[src/sde_consts.svh]
`ifndef SDE_CONSTS_SVH
`define SDE_CONSTS_SVH

// Register indices; the byte address on the bus is four times the index.
`define SDE_IDX_SHAPE_CTRL   8'h90
`define SDE_IDX_LXS_LO       8'h91
`define SDE_IDX_LXS_HI       8'h92
`define SDE_IDX_LYS_LO       8'h93
`define SDE_IDX_LYS_HI       8'h94
`define SDE_IDX_LXE_LO       8'h95
`define SDE_IDX_LXE_HI       8'h96
`define SDE_IDX_LYE_LO       8'h97
`define SDE_IDX_LYE_HI       8'h98
`define SDE_IDX_CX_LO        8'h99
`define SDE_IDX_CX_HI        8'h9a
`define SDE_IDX_CY_LO        8'h9b
`define SDE_IDX_CY_HI        8'h9c
`define SDE_IDX_RADIUS       8'h9d
`define SDE_IDX_ELL_CTRL     8'ha0
`define SDE_IDX_LONG_LO      8'ha1
`define SDE_IDX_LONG_HI      8'ha2
`define SDE_IDX_SHORT_LO     8'ha3
`define SDE_IDX_SHORT_HI     8'ha4
`define SDE_IDX_EX_LO        8'ha5
`define SDE_IDX_EX_HI        8'ha6
`define SDE_IDX_EY_LO        8'ha7
`define SDE_IDX_EY_HI        8'ha8
`define SDE_IDX_TX_LO        8'ha9
`define SDE_IDX_TX_HI        8'haa
`define SDE_IDX_TY_LO        8'hab
`define SDE_IDX_TY_HI        8'hac

// Bit positions inside the two control registers.
`define SDE_BIT_LINE_GO      7
`define SDE_BIT_CIRC_GO      6
`define SDE_BIT_SHAPE_FILL   5
`define SDE_BIT_RECT_SEL     4
`define SDE_BIT_TRI_SEL      0
`define SDE_BIT_ELL_GO       7
`define SDE_BIT_ELL_FILL     6
`define SDE_BIT_RRECT_SEL    5
`define SDE_BIT_CURVE_SEL    4

// Reset and fill values.
`define SDE_RST_BYTE         8'h00
`define SDE_RST_X            10'h000
`define SDE_RST_Y            9'h000
`define SDE_RDATA_ZERO       32'h0000_0000

`endif

[src/sde_pkg.sv]
package sde_pkg;

  // Kind of figure requested on the line, rectangle and triangle path.
  typedef enum logic [1:0] {SDE_LINE, SDE_RECT, SDE_TRI} sde_shape_t;

  // Kind of figure requested on the ellipse path.
  typedef enum logic [1:0] {SDE_ELLIPSE, SDE_CURVE, SDE_RRECT} sde_ell_mode_t;

  typedef struct packed {
    logic [9:0] x;
    logic [8:0] y;
  } sde_point_t;

  typedef struct packed {
    sde_shape_t shape;
    logic       fill;
    sde_point_t start;
    sde_point_t stop;
    sde_point_t third;
  } sde_line_par_t;

  typedef struct packed {
    logic       fill;
    sde_point_t center;
    logic [7:0] radius;
  } sde_circ_par_t;

  typedef struct packed {
    sde_ell_mode_t mode;
    logic          fill;
    logic [1:0]    curve_part_select;
    sde_point_t    center;
    logic [9:0]    long_axis;
    logic [8:0]    short_axis;
  } sde_ell_par_t;

endpackage

[src/sde_shape_ctrl.sv]
// How it works
// Shape bit7: write starts/stops, read shows busy.
// Shape bit6: circle start/stop, read shows busy.
// Shape bit5: outline or filled interior.
// Shape bit4: line or rectangle.
// Shape bit0: line/rectangle path or triangle.
// Line start x: low byte plus two bits.
// Line start y: low byte plus one bit.
// Line end x: low byte plus two bits.
// Line end y: low byte plus one bit.
// Circle centre x: low byte plus two bits.
// Circle centre y: low byte plus one bit.
// Circle radius is a full eight-bit byte.
// Ellipse bit7: start/stop, read shows busy.
// Ellipse bit6: outline or filled interior.
// Ellipse bit5: ellipse family or rounded rectangle.
// Ellipse bit4: full ellipse or curve segment.
// Ellipse bits1-0 pick the curve part.
// Long axis low byte has its own register.
// Long axis bits 9-8 in next register.
// Short axis: low byte plus one bit.
// Ellipse centre: 10-bit x, 9-bit y, split.
// Triangle third vertex: 10-bit x, 9-bit y.
// Software keeps parameters steady while busy.
`include "sde_consts.svh"

module sde_shape_ctrl (
  // Clock and reset.
  input  wire logic                clk_sys_i,
  input  wire logic                reset_n_i,
  // APB slave.
  input  wire logic                psel_i,
  input  wire logic                penable_i,
  input  wire logic                pwrite_i,
  input  wire logic [11:0]         paddr_i,
  input  wire logic [31:0]         pwdata_i,
  input  wire logic [3:0]          pstrb_i,
  output logic      [31:0]         prdata_o,
  output logic                     pready_o,
  output logic                     pslverr_o,
  // Rasteriser handshakes.
  output logic                     line_go_o,
  output logic                     line_stop_o,
  input  wire logic                line_done_i,
  output logic                     circle_go_o,
  output logic                     circle_stop_o,
  input  wire logic                circle_done_i,
  output logic                     ellipse_go_o,
  output logic                     ellipse_stop_o,
  input  wire logic                ellipse_done_i,
  // Figure parameters.
  output sde_pkg::sde_line_par_t   line_par_o,
  output sde_pkg::sde_circ_par_t   circle_par_o,
  output sde_pkg::sde_ell_par_t    ellipse_par_o
);

  logic [7:0]  idx;
  logic        mapped;
  logic        access;
  logic        wr;
  logic [7:0]  wb;
  logic [7:0]  rd_byte;
  logic        rd_hit;
  logic [31:0] prdata_reg;
  logic        pslverr_reg;
  logic [9:0]  lxs_reg, lxe_reg, cx_reg, ex_reg, tx_reg, long_reg;
  logic [8:0]  lys_reg, lye_reg, cy_reg, ey_reg, ty_reg, short_reg;
  logic [7:0]  radius_reg;
  logic        s_fill_reg, s_rect_reg, s_tri_reg;
  logic        e_fill_reg, e_rrect_reg, e_curve_reg;
  logic [1:0]  e_part_reg;
  logic        line_busy_reg, circ_busy_reg, ell_busy_reg;
  logic        line_busy_next, circ_busy_next, ell_busy_next;
  logic        wr_shape, wr_ell;

  // Replace the low byte of a 10-bit field.
  function automatic logic [9:0] lo10(input logic [9:0] old, input logic [7:0] d);
    lo10 = {old[9:8], d};
  endfunction

  // Replace bits 9-8 of a 10-bit field from data bits 1-0.
  function automatic logic [9:0] hi10(input logic [9:0] old, input logic [7:0] d);
    hi10 = {d[1:0], old[7:0]};
  endfunction

  // Replace the low byte of a 9-bit field.
  function automatic logic [8:0] lo9(input logic [8:0] old, input logic [7:0] d);
    lo9 = {old[8], d};
  endfunction

  // Replace bit 8 of a 9-bit field from data bit 0.
  function automatic logic [8:0] hi9(input logic [8:0] old, input logic [7:0] d);
    hi9 = {d[0], old[7:0]};
  endfunction

  // Upper bits of a 10-bit field as a read byte; unused bits read zero.
  function automatic logic [7:0] rd_hi10(input logic [9:0] v);
    rd_hi10 = {6'h00, v[9:8]};
  endfunction

  // Upper bit of a 9-bit field as a read byte; unused bits read zero.
  function automatic logic [7:0] rd_hi9(input logic [8:0] v);
    rd_hi9 = {7'h00, v[8]};
  endfunction

  // Decode; every transfer finishes in its first access cycle, so pready is constant.
  assign idx      = paddr_i[9:2];
  assign access   = psel_i & penable_i & pready_o;
  assign wb       = pwdata_i[7:0];
  assign mapped   = rd_hit & (paddr_i[11:10] == 2'h0) & (paddr_i[1:0] == 2'h0);
  assign wr       = access & pwrite_i & mapped & pstrb_i[0];
  assign wr_shape = wr & (idx == `SDE_IDX_SHAPE_CTRL);
  assign wr_ell   = wr & (idx == `SDE_IDX_ELL_CTRL);
  assign pready_o = 1'b1;

  // Read multiplexer; reserved bits read as zero and busy bits show engine state.
  always_comb begin
    rd_hit  = 1'b1;
    rd_byte = `SDE_RST_BYTE;
    case (idx)
      `SDE_IDX_SHAPE_CTRL: rd_byte = {line_busy_reg, circ_busy_reg, s_fill_reg, s_rect_reg,
                                      3'h0, s_tri_reg};
      `SDE_IDX_LXS_LO:     rd_byte = lxs_reg[7:0];
      `SDE_IDX_LXS_HI:     rd_byte = rd_hi10(lxs_reg);
      `SDE_IDX_LYS_LO:     rd_byte = lys_reg[7:0];
      `SDE_IDX_LYS_HI:     rd_byte = rd_hi9(lys_reg);
      `SDE_IDX_LXE_LO:     rd_byte = lxe_reg[7:0];
      `SDE_IDX_LXE_HI:     rd_byte = rd_hi10(lxe_reg);
      `SDE_IDX_LYE_LO:     rd_byte = lye_reg[7:0];
      `SDE_IDX_LYE_HI:     rd_byte = rd_hi9(lye_reg);
      `SDE_IDX_CX_LO:      rd_byte = cx_reg[7:0];
      `SDE_IDX_CX_HI:      rd_byte = rd_hi10(cx_reg);
      `SDE_IDX_CY_LO:      rd_byte = cy_reg[7:0];
      `SDE_IDX_CY_HI:      rd_byte = rd_hi9(cy_reg);
      `SDE_IDX_RADIUS:     rd_byte = radius_reg;
      `SDE_IDX_ELL_CTRL:   rd_byte = {ell_busy_reg, e_fill_reg, e_rrect_reg, e_curve_reg,
                                      2'h0, e_part_reg};
      `SDE_IDX_LONG_LO:    rd_byte = long_reg[7:0];
      `SDE_IDX_LONG_HI:    rd_byte = rd_hi10(long_reg);
      `SDE_IDX_SHORT_LO:   rd_byte = short_reg[7:0];
      `SDE_IDX_SHORT_HI:   rd_byte = rd_hi9(short_reg);
      `SDE_IDX_EX_LO:      rd_byte = ex_reg[7:0];
      `SDE_IDX_EX_HI:      rd_byte = rd_hi10(ex_reg);
      `SDE_IDX_EY_LO:      rd_byte = ey_reg[7:0];
      `SDE_IDX_EY_HI:      rd_byte = rd_hi9(ey_reg);
      `SDE_IDX_TX_LO:      rd_byte = tx_reg[7:0];
      `SDE_IDX_TX_HI:      rd_byte = rd_hi10(tx_reg);
      `SDE_IDX_TY_LO:      rd_byte = ty_reg[7:0];
      `SDE_IDX_TY_HI:      rd_byte = rd_hi9(ty_reg);
      default:             rd_hit  = 1'b0;
    endcase
  end

  // Read data and error are captured in the setup cycle so both come from flip-flops.
  always_ff @(posedge clk_sys_i) begin
    if (!reset_n_i) begin
      prdata_reg  <= `SDE_RDATA_ZERO;
      pslverr_reg <= 1'b0;
    end else if (psel_i & ~penable_i) begin
      prdata_reg  <= (mapped & ~pwrite_i) ? {24'h000000, rd_byte} : `SDE_RDATA_ZERO;
      pslverr_reg <= ~mapped;
    end
  end

  assign prdata_o  = prdata_reg;
  assign pslverr_o = pslverr_reg & psel_i & penable_i;

  // Coordinate and size registers; upper-byte writes touch only the upper bits.
  always_ff @(posedge clk_sys_i) begin
    if (!reset_n_i) begin
      lxs_reg <= `SDE_RST_X;
      lys_reg <= `SDE_RST_Y;
      lxe_reg <= `SDE_RST_X;
      lye_reg <= `SDE_RST_Y;
      cx_reg  <= `SDE_RST_X;
      cy_reg  <= `SDE_RST_Y;
      radius_reg <= `SDE_RST_BYTE;
      long_reg  <= `SDE_RST_X;
      short_reg <= `SDE_RST_Y;
      ex_reg  <= `SDE_RST_X;
      ey_reg  <= `SDE_RST_Y;
      tx_reg  <= `SDE_RST_X;
      ty_reg  <= `SDE_RST_Y;
    end else if (wr) begin
      case (idx)
        `SDE_IDX_LXS_LO:   lxs_reg <= lo10(lxs_reg, wb);
        `SDE_IDX_LXS_HI:   lxs_reg <= hi10(lxs_reg, wb);
        `SDE_IDX_LYS_LO:   lys_reg <= lo9(lys_reg, wb);
        `SDE_IDX_LYS_HI:   lys_reg <= hi9(lys_reg, wb);
        `SDE_IDX_LXE_LO:   lxe_reg <= lo10(lxe_reg, wb);
        `SDE_IDX_LXE_HI:   lxe_reg <= hi10(lxe_reg, wb);
        `SDE_IDX_LYE_LO:   lye_reg <= lo9(lye_reg, wb);
        `SDE_IDX_LYE_HI:   lye_reg <= hi9(lye_reg, wb);
        `SDE_IDX_CX_LO:    cx_reg <= lo10(cx_reg, wb);
        `SDE_IDX_CX_HI:    cx_reg <= hi10(cx_reg, wb);
        `SDE_IDX_CY_LO:    cy_reg <= lo9(cy_reg, wb);
        `SDE_IDX_CY_HI:    cy_reg <= hi9(cy_reg, wb);
        `SDE_IDX_RADIUS:   radius_reg <= wb;
        `SDE_IDX_LONG_LO:  long_reg <= lo10(long_reg, wb);
        `SDE_IDX_LONG_HI:  long_reg <= hi10(long_reg, wb);
        `SDE_IDX_SHORT_LO: short_reg <= lo9(short_reg, wb);
        `SDE_IDX_SHORT_HI: short_reg <= hi9(short_reg, wb);
        `SDE_IDX_EX_LO:    ex_reg <= lo10(ex_reg, wb);
        `SDE_IDX_EX_HI:    ex_reg <= hi10(ex_reg, wb);
        `SDE_IDX_EY_LO:    ey_reg <= lo9(ey_reg, wb);
        `SDE_IDX_EY_HI:    ey_reg <= hi9(ey_reg, wb);
        `SDE_IDX_TX_LO:    tx_reg <= lo10(tx_reg, wb);
        `SDE_IDX_TX_HI:    tx_reg <= hi10(tx_reg, wb);
        `SDE_IDX_TY_LO:    ty_reg <= lo9(ty_reg, wb);
        `SDE_IDX_TY_HI:    ty_reg <= hi9(ty_reg, wb);
        default: ;
      endcase
    end
  end

  // Mode and fill bits of both control registers.
  always_ff @(posedge clk_sys_i) begin
    if (!reset_n_i) begin
      s_fill_reg  <= 1'b0;
      s_rect_reg  <= 1'b0;
      s_tri_reg   <= 1'b0;
      e_fill_reg  <= 1'b0;
      e_rrect_reg <= 1'b0;
      e_curve_reg <= 1'b0;
      e_part_reg  <= 2'h0;
    end else begin
      if (wr_shape) begin
        s_fill_reg <= wb[`SDE_BIT_SHAPE_FILL];
        s_rect_reg <= wb[`SDE_BIT_RECT_SEL];
        s_tri_reg  <= wb[`SDE_BIT_TRI_SEL];
      end
      if (wr_ell) begin
        e_fill_reg  <= wb[`SDE_BIT_ELL_FILL];
        e_rrect_reg <= wb[`SDE_BIT_RRECT_SEL];
        e_curve_reg <= wb[`SDE_BIT_CURVE_SEL];
        e_part_reg  <= wb[1:0];
      end
    end
  end

  // Busy flags: a start written in the same cycle as a done pulse wins, so it is not lost.
  always_comb begin
    line_busy_next = line_busy_reg;
    if (line_done_i | (wr_shape & ~wb[`SDE_BIT_LINE_GO])) line_busy_next = 1'b0;
    if (wr_shape & wb[`SDE_BIT_LINE_GO]) line_busy_next = 1'b1;
    circ_busy_next = circ_busy_reg;
    if (circle_done_i | (wr_shape & ~wb[`SDE_BIT_CIRC_GO])) circ_busy_next = 1'b0;
    if (wr_shape & wb[`SDE_BIT_CIRC_GO]) circ_busy_next = 1'b1;
    ell_busy_next = ell_busy_reg;
    if (ellipse_done_i | (wr_ell & ~wb[`SDE_BIT_ELL_GO])) ell_busy_next = 1'b0;
    if (wr_ell & wb[`SDE_BIT_ELL_GO]) ell_busy_next = 1'b1;
  end

  // Busy registers and the go and stop pulses; a stop only goes out if something runs.
  always_ff @(posedge clk_sys_i) begin
    if (!reset_n_i) begin
      line_busy_reg  <= 1'b0;
      circ_busy_reg  <= 1'b0;
      ell_busy_reg   <= 1'b0;
      line_go_o      <= 1'b0;
      circle_go_o    <= 1'b0;
      ellipse_go_o   <= 1'b0;
      line_stop_o    <= 1'b0;
      circle_stop_o  <= 1'b0;
      ellipse_stop_o <= 1'b0;
    end else begin
      line_busy_reg  <= line_busy_next;
      circ_busy_reg  <= circ_busy_next;
      ell_busy_reg   <= ell_busy_next;
      line_go_o      <= wr_shape & wb[`SDE_BIT_LINE_GO];
      circle_go_o    <= wr_shape & wb[`SDE_BIT_CIRC_GO];
      ellipse_go_o   <= wr_ell & wb[`SDE_BIT_ELL_GO];
      line_stop_o    <= wr_shape & ~wb[`SDE_BIT_LINE_GO] & line_busy_reg;
      circle_stop_o  <= wr_shape & ~wb[`SDE_BIT_CIRC_GO] & circ_busy_reg;
      ellipse_stop_o <= wr_ell & ~wb[`SDE_BIT_ELL_GO] & ell_busy_reg;
    end
  end

  // Parameters go straight from the registers; software must not alter them mid-figure.
  always_comb begin
    line_par_o.shape = s_tri_reg ? sde_pkg::SDE_TRI :
                       (s_rect_reg ? sde_pkg::SDE_RECT : sde_pkg::SDE_LINE);
    line_par_o.fill  = s_fill_reg;
    line_par_o.start = '{x: lxs_reg, y: lys_reg};
    line_par_o.stop  = '{x: lxe_reg, y: lye_reg};
    line_par_o.third = '{x: tx_reg, y: ty_reg};
    circle_par_o.fill   = s_fill_reg;
    circle_par_o.center = '{x: cx_reg, y: cy_reg};
    circle_par_o.radius = radius_reg;
    ellipse_par_o.mode  = e_rrect_reg ? sde_pkg::SDE_RRECT :
                          (e_curve_reg ? sde_pkg::SDE_CURVE : sde_pkg::SDE_ELLIPSE);
    ellipse_par_o.fill  = e_fill_reg;
    ellipse_par_o.curve_part_select = e_part_reg;
    ellipse_par_o.center     = '{x: ex_reg, y: ey_reg};
    ellipse_par_o.long_axis  = long_reg;
    ellipse_par_o.short_axis = short_reg;
  end

  property p_line_start;
    @(posedge clk_sys_i) disable iff (!reset_n_i)
      (wr_shape & wb[`SDE_BIT_LINE_GO]) |=> (line_go_o & line_busy_reg);
  endproperty
  a_line_start: assert property (p_line_start) else $error("line start not taken");

  property p_line_done;
    @(posedge clk_sys_i) disable iff (!reset_n_i)
      (line_busy_reg & line_done_i & ~wr_shape) |=> ~line_busy_reg;
  endproperty
  a_line_done: assert property (p_line_done) else $error("line busy after done");

  property p_circ_stop;
    @(posedge clk_sys_i) disable iff (!reset_n_i)
      (circ_busy_reg & wr_shape & ~wb[`SDE_BIT_CIRC_GO]) |=> (circle_stop_o & ~circ_busy_reg);
  endproperty
  a_circ_stop: assert property (p_circ_stop) else $error("circle stop missing");

  property p_ctrl_read;
    @(posedge clk_sys_i) disable iff (!reset_n_i)
      (psel_i & ~penable_i & ~pwrite_i & mapped & (idx == `SDE_IDX_SHAPE_CTRL))
      |=> (prdata_o[`SDE_BIT_LINE_GO] == $past(line_busy_reg)) && (prdata_o[3:1] == 3'h0);
  endproperty
  a_ctrl_read: assert property (p_ctrl_read) else $error("shape status read wrong");

  property p_fill;
    @(posedge clk_sys_i) disable iff (!reset_n_i)
      wr_shape |=> (circle_par_o.fill == $past(wb[`SDE_BIT_SHAPE_FILL]));
  endproperty
  a_fill: assert property (p_fill) else $error("fill select lost");

  property p_tri;
    @(posedge clk_sys_i) disable iff (!reset_n_i)
      (wr_shape & wb[`SDE_BIT_TRI_SEL]) |=> (line_par_o.shape == sde_pkg::SDE_TRI);
  endproperty
  a_tri: assert property (p_tri) else $error("triangle not selected");

  property p_xhi;
    @(posedge clk_sys_i) disable iff (!reset_n_i)
      (wr & (idx == `SDE_IDX_LXS_HI))
      |=> (lxs_reg == {$past(wb[1:0]), $past(lxs_reg[7:0])});
  endproperty
  a_xhi: assert property (p_xhi) else $error("start x upper bits wrong");

  property p_radius;
    @(posedge clk_sys_i) disable iff (!reset_n_i)
      (wr & (idx == `SDE_IDX_RADIUS)) |=> (circle_par_o.radius == $past(wb));
  endproperty
  a_radius: assert property (p_radius) else $error("radius not stored");

  property p_ell_set_wins;
    @(posedge clk_sys_i) disable iff (!reset_n_i)
      (wr_ell & wb[`SDE_BIT_ELL_GO] & ellipse_done_i) |=> ell_busy_reg ##1 1'b1;
  endproperty
  a_ell_set_wins: assert property (p_ell_set_wins) else $error("ellipse start lost");

  property p_rrect;
    @(posedge clk_sys_i) disable iff (!reset_n_i)
      (wr_ell & wb[`SDE_BIT_RRECT_SEL]) |=> (ellipse_par_o.mode == sde_pkg::SDE_RRECT);
  endproperty
  a_rrect: assert property (p_rrect) else $error("rounded rectangle not selected");

  property p_unmapped;
    @(posedge clk_sys_i) disable iff (!reset_n_i)
      (psel_i & ~penable_i & ~mapped) ##1 (psel_i & penable_i) |-> pslverr_o;
  endproperty
  a_unmapped: assert property (p_unmapped) else $error("unmapped access not flagged");

endmodule

[config.mk]
export PLATFORM = sky130hd
export DESIGN_NAME = sde_shape_ctrl
export DESIGN_NICKNAME = d
export VERILOG_FILES = /design/src/sde_pkg.sv /design/src/sde_shape_ctrl.sv
export VERILOG_INCLUDE_DIRS = /design/src
export SDC_FILE = /design/constraint.sdc
export NUM_CORES = 1
export LEC_CHECK = 0
export BUFFER_PORTS_ARGS = -buffer_cell sky130_fd_sc_hd__buf_2
export CORE_UTILIZATION = 52
export CTS_CLUSTER_SIZE = 12
export DETAILED_ROUTE_END_ITERATION = 16
export PLACE_DENSITY = 0.87
export SLEW_MARGIN = 20
export SYNTH_ARGS = -nofsm -noshare
export SYNTH_HDL_FRONTEND = slang
export SYNTH_SLANG_ARGS = --single-unit
[constraint.sdc]
create_clock -name clk_sys_i -period 2.3 [get_ports clk_sys_i]
set_input_delay 0.46 -clock clk_sys_i [delete_from_list [all_inputs] [get_ports clk_sys_i]]
set_output_delay 0.46 -clock clk_sys_i [all_outputs]
set_load 0.05 [all_outputs]
==> flow_results.xml, run 1 <==
<?xml version="1.0" encoding="UTF-8"?>
<metrics>
  <group name="routing">
    <metric name="initialDrtViolationCount" unit="">1188</metric>
    <metric name="route.met3.wl" unit="mm">3.483</metric>
    <metric name="route.met2.wl" unit="mm">11.81</metric>
    <metric name="detail_route.wl_per_cell" unit="um">21.24</metric>
    <metric name="drt_pre_antenna_iters" unit="">6</metric>
    <metric name="routed_via_density" unit="">6.359</metric>
    <metric name="route.top_layer_used" unit="">met4</metric>
    <metric name="route.layer.met1.wl" unit="mm">10.31</metric>
    <metric name="finalWirelength" unit="mm">26.94</metric>
    <metric name="post_detailed_route_drc_marker_count" unit="">0</metric>
    <metric name="detailroute.via_count" unit="">8063</metric>
    <metric name="antenna_violating_nets_post_route" unit="">0</metric>
  </group>
  <group name="sta">
    <metric name="postLayoutSetupSlackWorst" unit="ns">0.2619</metric>
    <metric name="maxSlewHeadroom" unit="">0.4461</metric>
    <metric name="timing.fmax" unit="MHz">490.6</metric>
    <metric name="finalMaxSlewViolations" unit="">0</metric>
    <metric name="timing.hold.ws" unit="ns">0.2986</metric>
    <metric name="fin_clk_skew" unit="ns">0.004857</metric>
    <metric name="timing.final.crit_share" unit="">0.8862</metric>
    <metric name="final.min_clock_period" unit="ns">2.038</metric>
    <metric name="final_setup_fails" unit="">0</metric>
    <metric name="final-hold-violation-count" unit="">0</metric>
    <metric name="rsz0062_at_grt" unit="">false</metric>
    <metric name="worstMarginPinSlew" unit="ns">0.8308</metric>
  </group>
  <group name="floorplan">
    <metric name="std_cell_rows" unit="">42</metric>
    <metric name="die_height" unit="um">120</metric>
    <metric name="fp.coreArea" unit="um2">13400</metric>
    <metric name="fp.dieArea" unit="um2">14400</metric>
    <metric name="die_w" unit="um">120</metric>
    <metric name="num_io_pins" unit="">227</metric>
    <metric name="floorplan.initialDensity" unit="">0.5403</metric>
  </group>
  <group name="synth">
    <metric name="yosys.area.top_type_share" unit="">0.4092</metric>
    <metric name="yosysWarnings" unit="">0</metric>
    <metric name="synth.top_cells.by_area" unit="">sky130_fd_sc_hd__dfxtp_1 41%, sky130_fd_sc_hd__a21oi_1 7.7%, sky130_fd_sc_hd__nand2_1 7.4%, sky130_fd_sc_hd__nand3_1 5.9%, sky130_fd_sc_hd__mux2i_1 5.4%</metric>
    <metric name="synthCells" unit="">897</metric>
    <metric name="seq_total_area_yosys" unit="">0.4092</metric>
    <metric name="synth_area" unit="um2">7241</metric>
    <metric name="synth_edf_count" unit="">0</metric>
    <metric name="yosys_reg_bits" unit="">148</metric>
    <metric name="ys.flop_type" unit="">sky130_fd_sc_hd__dfxtp_1</metric>
    <metric name="synthesis.area_per_instance" unit="um2">8.072</metric>
    <metric name="synth-async-reset-ratio" unit="">0</metric>
    <metric name="synth.lib_cells_used.distinct" unit="">64</metric>
    <metric name="synth_top_cell_by_area" unit="">sky130_fd_sc_hd__dfxtp_1</metric>
  </group>
  <group name="placed_design">
    <metric name="place_inst" unit="">1238</metric>
    <metric name="gp_congestion" unit="">0.9797</metric>
    <metric name="pre_cts_ws" unit="ns">-0.09904</metric>
    <metric name="detailedPlacementHpwl" unit="mm">19.48</metric>
    <metric name="port_buffers" unit="">174</metric>
  </group>
  <group name="finish">
    <metric name="layout.filler_cells" unit="">1117</metric>
    <metric name="antenna_cells_inserted" unit="">0</metric>
    <metric name="multi_input_area" unit="um2">3791</metric>
    <metric name="nets" unit="">1137</metric>
    <metric name="area_growth" unit="%">25.64</metric>
    <metric name="instances_no_fill" unit="">1268</metric>
    <metric name="seqCellArea" unit="um2">2963</metric>
    <metric name="drive_above_1_share" unit="">0.2802</metric>
  </group>
  <group name="cts">
    <metric name="cts_setup_buffers" unit="">0</metric>
    <metric name="cts_root_buffer" unit="">sky130_fd_sc_hd__clkbuf_16</metric>
    <metric name="clock_tree_from_tritoncts" unit="">yes</metric>
    <metric name="cts-root-to-sink-buffers" unit="">2</metric>
    <metric name="cts_sinks" unit="">148</metric>
    <metric name="clk-insertion-delay-late" unit="ns">0.43</metric>
    <metric name="cts_max_level" unit="">4</metric>
    <metric name="clkSlewWorstSetupHoldPaths" unit="ns">0.06</metric>
    <metric name="numCtsBuffers" unit="">17</metric>
    <metric name="cts_repair_resize_count" unit="">0</metric>
    <metric name="hold_fix_buffers_cts" unit="">0</metric>
  </group>
  <group name="grt">
    <metric name="grt_first_pass_wirelength" unit="mm">40.66</metric>
    <metric name="globalRouteTotalUtil" unit="">0.3737</metric>
    <metric name="grt_pass1_vias" unit="">7274</metric>
    <metric name="grt_antenna_before_repair" unit="">0</metric>
    <metric name="grt_start_max_net_pins" unit="">80</metric>
    <metric name="grt.overflow.total" unit="">0</metric>
  </group>
  <group name="critical_path">
    <metric name="startpoint_of_the_worst_slack_reg_to_reg_timing_path" unit="">e_part_reg[0]</metric>
    <metric name="worst_setup_path_startpoint" unit="">paddr_i[11]</metric>
    <metric name="startpoint_type" unit="">input pin</metric>
    <metric name="worstPathCellList" unit="">buf_2, or4_1, buf_4, nor4_4, buf_4, nand2_1, nand2_1, a21oi_1</metric>
    <metric name="worst_path_dominant_cell_family" unit="">simple AND/OR/NAND/NOR gates</metric>
    <metric name="cp_data_required_time" unit="ns">2.58</metric>
    <metric name="setup.worst_path.class" unit="">in -&gt; reg</metric>
    <metric name="crit_path_max_fanout" unit="">13</metric>
    <metric name="setup.worst_path.end_class" unit="">register</metric>
    <metric name="critPathArrivalTime" unit="ns">2.32</metric>
    <metric name="critical-path-max-stage-delay" unit="ns">0.52</metric>
    <metric name="crit_slowest_cell" unit="">sky130_fd_sc_hd__or4_1</metric>
    <metric name="critical_path_buf_inv_count" unit="">3</metric>
  </group>
  <group name="worst_hold_path">
    <metric name="worst_hold_startpoint" unit="">line_done_i</metric>
    <metric name="timing.hold.worst.class" unit="">in -&gt; reg</metric>
  </group>
  <group name="power_and_ir_drop">
    <metric name="finalPower" unit="uW">5826</metric>
    <metric name="leakage" unit="uW">0.003884</metric>
    <metric name="p_per_area" unit="nW/um2">640.4</metric>
    <metric name="irDropWorstVdd" unit="mV">0.4119</metric>
  </group>
  <group name="job">
    <metric name="maxCapViolations" unit="">0</metric>
  </group>
  <group name="run_status">
    <metric name="status" unit="">completed</metric>
  </group>
</metrics>
## where the power goes
part	total [uW]	leakage (uW)	switching (uW)	internal [uW]
logic	422	0.00240	329	93.9
registers	2570	0.00119	0.538	2560
clock network	2840	0.000297	1070	1770
total	5830	0.00388	1400	4430
## layout by cell type (no fill, tap or decap), types with 3 or more instances in the layout
cell type,Yosys,layout
sky130_fd_sc_hd__a22o_1,6,6
sky130_fd_sc_hd__clkbuf_8,0,3
sky130_fd_sc_hd__a32o_1,4,4
sky130_fd_sc_hd__nor2_1,36,36
sky130_fd_sc_hd__a22oi_1,12,12
sky130_fd_sc_hd__buf_4,32,76
sky130_fd_sc_hd__mux2i_1,39,39
sky130_fd_sc_hd__dfxtp_1,148,148
sky130_fd_sc_hd__nand2_1,142,142
sky130_fd_sc_hd__and2_1,10,10
sky130_fd_sc_hd__bufinv_16,0,3
sky130_fd_sc_hd__buf_12,0,3
sky130_fd_sc_hd__a311oi_1,3,3
sky130_fd_sc_hd__nand2b_1,3,3
sky130_fd_sc_hd__a21oi_1,112,112
sky130_fd_sc_hd__nand4_1,54,54
sky130_fd_sc_hd__mux2_2,8,8
sky130_fd_sc_hd__nand3b_1,3,3
sky130_fd_sc_hd__conb_1,2,25
sky130_fd_sc_hd__o221ai_1,4,4
sky130_fd_sc_hd__a32oi_1,9,9
sky130_fd_sc_hd__nor3_1,11,10
sky130_fd_sc_hd__a31oi_1,5,5
sky130_fd_sc_hd__nand3_1,86,86
sky130_fd_sc_hd__and3_1,6,6
sky130_fd_sc_hd__and3b_1,3,3
sky130_fd_sc_hd__buf_2,22,174
sky130_fd_sc_hd__inv_1,6,5
sky130_fd_sc_hd__o2bb2ai_1,3,3
sky130_fd_sc_hd__nor2b_1,12,12
sky130_fd_sc_hd__clkbuf_16,0,17
sky130_fd_sc_hd__o22ai_1,3,3
sky130_fd_sc_hd__o21ai_0,9,9
sky130_fd_sc_hd__a21o_1,4,4
sky130_fd_sc_hd__clkinv_2,0,6
## final cells by class
class | count | area share
clock inverters | 10 | 0.01444
clock buffers | 20 | 0.05130
multi-input cells | 655 | 0.4167
well taps | 176 | 0.02421
flip-flops and latches | 148 | 0.3257
inverters | 6 | 0.002613
repair buffers | 253 | 0.1650
## metal layers
metal  vias to the layer above  track usage
li1                       3566            -
met1                      3730       0.4883
met2                       646       0.5589
met3                       121      0.09411
met4                         0       0.2102
met5                         -            0
## worst reg2reg max path, stage by stage (launching register included)
cell,delay [ns]
sky130_fd_sc_hd__dfxtp_1,0.34
sky130_fd_sc_hd__mux2i_1,0.20
sky130_fd_sc_hd__o2bb2ai_1,0.11
sky130_fd_sc_hd__a32o_1,0.21
sky130_fd_sc_hd__a2111oi_0,0.56
sky130_fd_sc_hd__buf_4,0.21
sky130_fd_sc_hd__a311oi_1,0.08
## synth_stat cells, types with 2 or more instances
master	count
sky130_fd_sc_hd__nand2_1	142
sky130_fd_sc_hd__o2bb2ai_1	3
sky130_fd_sc_hd__mux2i_1	39
sky130_fd_sc_hd__conb_1	2
sky130_fd_sc_hd__and3b_1	3
sky130_fd_sc_hd__and4bb_2	2
sky130_fd_sc_hd__nand3b_1	3
sky130_fd_sc_hd__a221o_1	2
sky130_fd_sc_hd__o22ai_1	3
sky130_fd_sc_hd__a221oi_1	2
sky130_fd_sc_hd__a22oi_1	12
sky130_fd_sc_hd__buf_1	4
sky130_fd_sc_hd__nor2b_1	12
sky130_fd_sc_hd__nand4_1	54
sky130_fd_sc_hd__and3_1	6
sky130_fd_sc_hd__a311oi_1	3
sky130_fd_sc_hd__o21ai_1	2
sky130_fd_sc_hd__a32o_1	4
sky130_fd_sc_hd__nand4bb_1	2
sky130_fd_sc_hd__a22o_1	6
sky130_fd_sc_hd__a2111oi_0	2
sky130_fd_sc_hd__and2_1	10
sky130_fd_sc_hd__o32ai_1	2
sky130_fd_sc_hd__o221ai_1	4
sky130_fd_sc_hd__buf_2	22
sky130_fd_sc_hd__dfxtp_1	148
sky130_fd_sc_hd__mux4_2	2
sky130_fd_sc_hd__nand3_1	86
sky130_fd_sc_hd__a31oi_1	5
sky130_fd_sc_hd__nand2b_1	3
sky130_fd_sc_hd__a21oi_1	112
sky130_fd_sc_hd__a21o_1	4
sky130_fd_sc_hd__nor2_1	36
sky130_fd_sc_hd__a32oi_1	9
sky130_fd_sc_hd__buf_4	32
sky130_fd_sc_hd__or4_1	2
sky130_fd_sc_hd__inv_1	6
sky130_fd_sc_hd__nor4_1	2
sky130_fd_sc_hd__o21ai_0	9
sky130_fd_sc_hd__nor3_1	11
sky130_fd_sc_hd__clkbuf_1	53
sky130_fd_sc_hd__a211o_1	2
sky130_fd_sc_hd__mux2_2	8
## worst paths after layout
path | end | slack (ns) | depth (start not counted)
min | line_busy_reg | 0.30 | 3
max reg2reg | prdata_o[0] | 0.44 | 6
max | lxe_reg[5] | 0.26 | 8
min reg2reg | prdata_o[2] | 0.46 | 2
## cells by family after synthesis
group / synth area share
AO/OA/AOI/OAI: 0.1740
buffers and inverters: 0.08104
AND/OR/NAND/NOR: 0.2621
multiplexers: 0.07258
other: 0.001037
flip-flops: 0.4092
## metrics by stage
step	TNS, ns	util	instance area, um2
global route	0	0.6789	9097
finish	0	0.6789	9097
floorplan	0	-	7327
global placement	-0.4461	0.6343	8499
CTS	0	0.6789	9097
detailed placement	-1.338	0.6343	8499
Power figures use the tool's default switching activity.
==> run 2: changes to the inputs <==
RECOVER_POWER = 25   (was default)
==> run 2 against run 1 <==
Routed wire length grew 0.50%. Worst hold slack gained 0.00067 ns. Highest routed layer unchanged. Critical endpoint unchanged. Register-to-register slack is essentially flat. Sequential power is essentially flat. Worst setup slack lost 0.0018 ns. Clock skew grew 0.00084 ns. Critical path depth is the same. Clock power is essentially flat. Final cell count is the same.
==> flow_results.xml, run 2 (same netlist as run 1, synthesis figures left out) <==
<?xml version="1.0" encoding="UTF-8"?>
<metrics>
  <group name="placed_design">
    <metric name="gp_congestion" unit="">0.9797</metric>
    <metric name="post_dp_cell_area" unit="um2">8499</metric>
    <metric name="place_inst" unit="">1238</metric>
    <metric name="port_buffers" unit="">174</metric>
    <metric name="detailedPlacementHpwl" unit="mm">19.48</metric>
  </group>
  <group name="routing">
    <metric name="initialDrtViolationCount" unit="">1187</metric>
    <metric name="antenna_violating_nets_post_route" unit="">0</metric>
    <metric name="detailroute.via_count" unit="">8049</metric>
    <metric name="post_detailed_route_drc_marker_count" unit="">0</metric>
    <metric name="routed_via_density" unit="">6.348</metric>
    <metric name="finalWirelength" unit="mm">27.07</metric>
    <metric name="detail_route.wl_per_cell" unit="um">21.35</metric>
    <metric name="drt_pre_antenna_iters" unit="">7</metric>
  </group>
  <group name="finish">
    <metric name="area_growth" unit="%">24.40</metric>
    <metric name="nets" unit="">1137</metric>
    <metric name="instances_no_fill" unit="">1268</metric>
    <metric name="antenna_cells_inserted" unit="">0</metric>
    <metric name="leading_cell_type_in_the_layout_fill_and_taps_excluded" unit="">sky130_fd_sc_hd__dfxtp_1</metric>
    <metric name="mostFrequentLayoutCells" unit="">148 x sky130_fd_sc_hd__dfxtp_1, 142 x sky130_fd_sc_hd__nand2_1, 112 x sky130_fd_sc_hd__a21oi_1, 102 x sky130_fd_sc_hd__buf_2, 86 x sky130_fd_sc_hd__nand3_1</metric>
    <metric name="drive_above_1_share" unit="">0.2143</metric>
    <metric name="finalInstanceArea" unit="um2">9007</metric>
    <metric name="layout.filler_cells" unit="">1169</metric>
  </group>
  <group name="power_and_ir_drop">
    <metric name="leakage" unit="uW">0.003565</metric>
    <metric name="sequentialPowerShare" unit="">0.441</metric>
    <metric name="irDropWorstVdd" unit="mV">0.4122</metric>
    <metric name="switching_share" unit="">0.2398</metric>
    <metric name="p_per_area" unit="nW/um2">646.5</metric>
    <metric name="comb_power_share" unit="">0.073</metric>
    <metric name="cell_internal_power" unit="uW">4427</metric>
    <metric name="p_clk_frac" unit="">0.487</metric>
    <metric name="netSwitchingPower" unit="uW">1396</metric>
  </group>
  <group name="cts">
    <metric name="hold_fix_buffers_cts" unit="">0</metric>
    <metric name="cts_setup_buffers" unit="">0</metric>
    <metric name="clkSlewWorstSetupHoldPaths" unit="ns">0.06</metric>
    <metric name="cts_max_level" unit="">4</metric>
    <metric name="cts_root_buffer" unit="">sky130_fd_sc_hd__clkbuf_16</metric>
    <metric name="cts_sinks" unit="">148</metric>
    <metric name="cts-root-to-sink-buffers" unit="">2</metric>
    <metric name="clock_tree_from_tritoncts" unit="">yes</metric>
    <metric name="clk-insertion-delay-late" unit="ns">0.43</metric>
    <metric name="cts_repair_resize_count" unit="">0</metric>
    <metric name="numCtsBuffers" unit="">17</metric>
  </group>
  <group name="sta">
    <metric name="timing.final.crit_share" unit="">0.8869</metric>
    <metric name="totalNegativeSetupSlack" unit="ns">0</metric>
    <metric name="final_setup_fails" unit="">0</metric>
    <metric name="final-hold-violation-count" unit="">0</metric>
    <metric name="maxSlewHeadroom" unit="">0.4407</metric>
    <metric name="fin_clk_skew" unit="ns">0.005698</metric>
    <metric name="finalMaxSlewViolations" unit="">0</metric>
    <metric name="final.min_clock_period" unit="ns">2.040</metric>
    <metric name="worstMarginPinSlew" unit="ns">0.8390</metric>
    <metric name="rsz0062_at_grt" unit="">false</metric>
    <metric name="timing.fmax" unit="MHz">490.2</metric>
  </group>
  <group name="job">
    <metric name="maxCapViolations" unit="">0</metric>
  </group>
  <group name="worst_hold_path">
    <metric name="min_to" unit="">line_busy_reg</metric>
    <metric name="timing.hold.worst.class" unit="">in -&gt; reg</metric>
    <metric name="worst_hold_startpoint" unit="">line_done_i</metric>
    <metric name="worst_hold_path.num_cells" unit="">3</metric>
  </group>
  <group name="critical_path">
    <metric name="timing.reg2reg.worst_path_depth" unit="">6</metric>
    <metric name="cp_data_required_time" unit="ns">2.58</metric>
    <metric name="reg2reg_slack" unit="ns">0.43</metric>
    <metric name="setup.worst_path.class" unit="">in -&gt; reg</metric>
    <metric name="startpoint_type" unit="">input pin</metric>
    <metric name="r2r_end" unit="">prdata_o[0]</metric>
    <metric name="crit_path_max_fanout" unit="">13</metric>
    <metric name="startpoint_of_the_worst_slack_reg_to_reg_timing_path" unit="">e_part_reg[0]</metric>
    <metric name="setup.worst_path.end_class" unit="">register</metric>
    <metric name="critPathArrivalTime" unit="ns">2.32</metric>
  </group>
  <group name="floorplan">
    <metric name="floorplan.initialDensity" unit="">0.5403</metric>
    <metric name="num_io_pins" unit="">227</metric>
    <metric name="fp.dieArea" unit="um2">14400</metric>
    <metric name="die_height" unit="um">120</metric>
    <metric name="fp.coreArea" unit="um2">13400</metric>
    <metric name="std_cell_rows" unit="">42</metric>
    <metric name="die_w" unit="um">120</metric>
  </group>
  <group name="run_status">
    <metric name="status" unit="">completed</metric>
  </group>
  <group name="grt">
    <metric name="globalRouteTotalUtil" unit="">0.3737</metric>
    <metric name="grt_start_max_net_pins" unit="">80</metric>
    <metric name="grt.overflow.total" unit="">0</metric>
    <metric name="grt_antenna_before_repair" unit="">0</metric>
    <metric name="grt_pass1_vias" unit="">7274</metric>
    <metric name="grt_first_pass_wirelength" unit="mm">40.66</metric>
  </group>
</metrics>
-- run 2: changes by cell type in the layout (fill, tap and decap cells not counted), sizes merged --
cell    previous run  this run
clkbuf            20        92
buf              253       181
-- run 2: stage by stage --
| stage | total power [uW] | util | worst slack [ns] | hold WS (ns) |
|---|---|---|---|---|
| 3_5_place_dp | 3027 | 0.6343 | -0.09904 | 0.4587 |
| 2_1_floorplan | 2917 | - | 0.2052 | 0.4444 |
| 6_report | 5823 | 0.6722 | 0.2601 | 0.2992 |
| 4_1_cts | 5816 | 0.6789 | 0.3269 | 0.2886 |
| 5_1_grt | 5958 | 0.6722 | 0.2165 | 0.3038 |
| 3_3_place_gp | 3028 | 0.6343 | -0.1071 | 0.4464 |
-- run 2: how the worst max path moves through the flow --
| stage | startpoint | slack, ns | end |
|---|---|---|---|
| global route | paddr_i[4] | 0.22 | prdata_o[0] |
| finish | paddr_i[11] | 0.26 | lxe_reg[5] |
| CTS | paddr_i[11] | 0.33 | lxs_reg[1] |
| detailed placement | paddr_i[4] | -0.1 | prdata_o[0] |
| floorplan | paddr_i[11] | 0.21 | lye_reg[1] |
| global placement | paddr_i[4] | -0.11 | prdata_o[0] |
-- run 2: power by group through the flow --
stage,clock (uW),sequential [uW],combinational [uW]
after floorplan,0,2620,295
after global placement,0,2620,406
after detailed placement,0,2620,405
after CTS,2840,2570,407
after global routing,2960,2560,435
final,2830,2570,424
-- run 2: area by class of cell --
cell class | instances | area, um2 | share of cell area
clock buffer | 20 | 466.7 | 0.05181
clock inverter | 10 | 131.4 | 0.01459
inverter | 6 | 23.77 | 0.002639
multi-input combinational | 655 | 3791 | 0.4209
sequential | 148 | 2963 | 0.3289
tap | 176 | 220.2 | 0.02445
timing repair buffer | 253 | 1411 | 0.1567
-- run 2: critical path, cell delays in order --
cell and delay, ns:
sky130_fd_sc_hd__buf_2 0.09, sky130_fd_sc_hd__or4_1 0.52, sky130_fd_sc_hd__buf_4 0.20, sky130_fd_sc_hd__nor4_4 0.25
sky130_fd_sc_hd__buf_4 0.28, sky130_fd_sc_hd__nand2_1 0.28, sky130_fd_sc_hd__nand2_1 0.16, sky130_fd_sc_hd__a21oi_1 0.09
-- run 2: layer usage --
layer | global-route usage | share of wire | vias up
li1 | - | - | 3559
met5 | 0 | 0 | -
met4 | 0.2102 | 0.049 | 0
met2 | 0.5589 | 0.44 | 674
met1 | 0.4883 | 0.38 | 3701
met3 | 0.09411 | 0.13 | 115
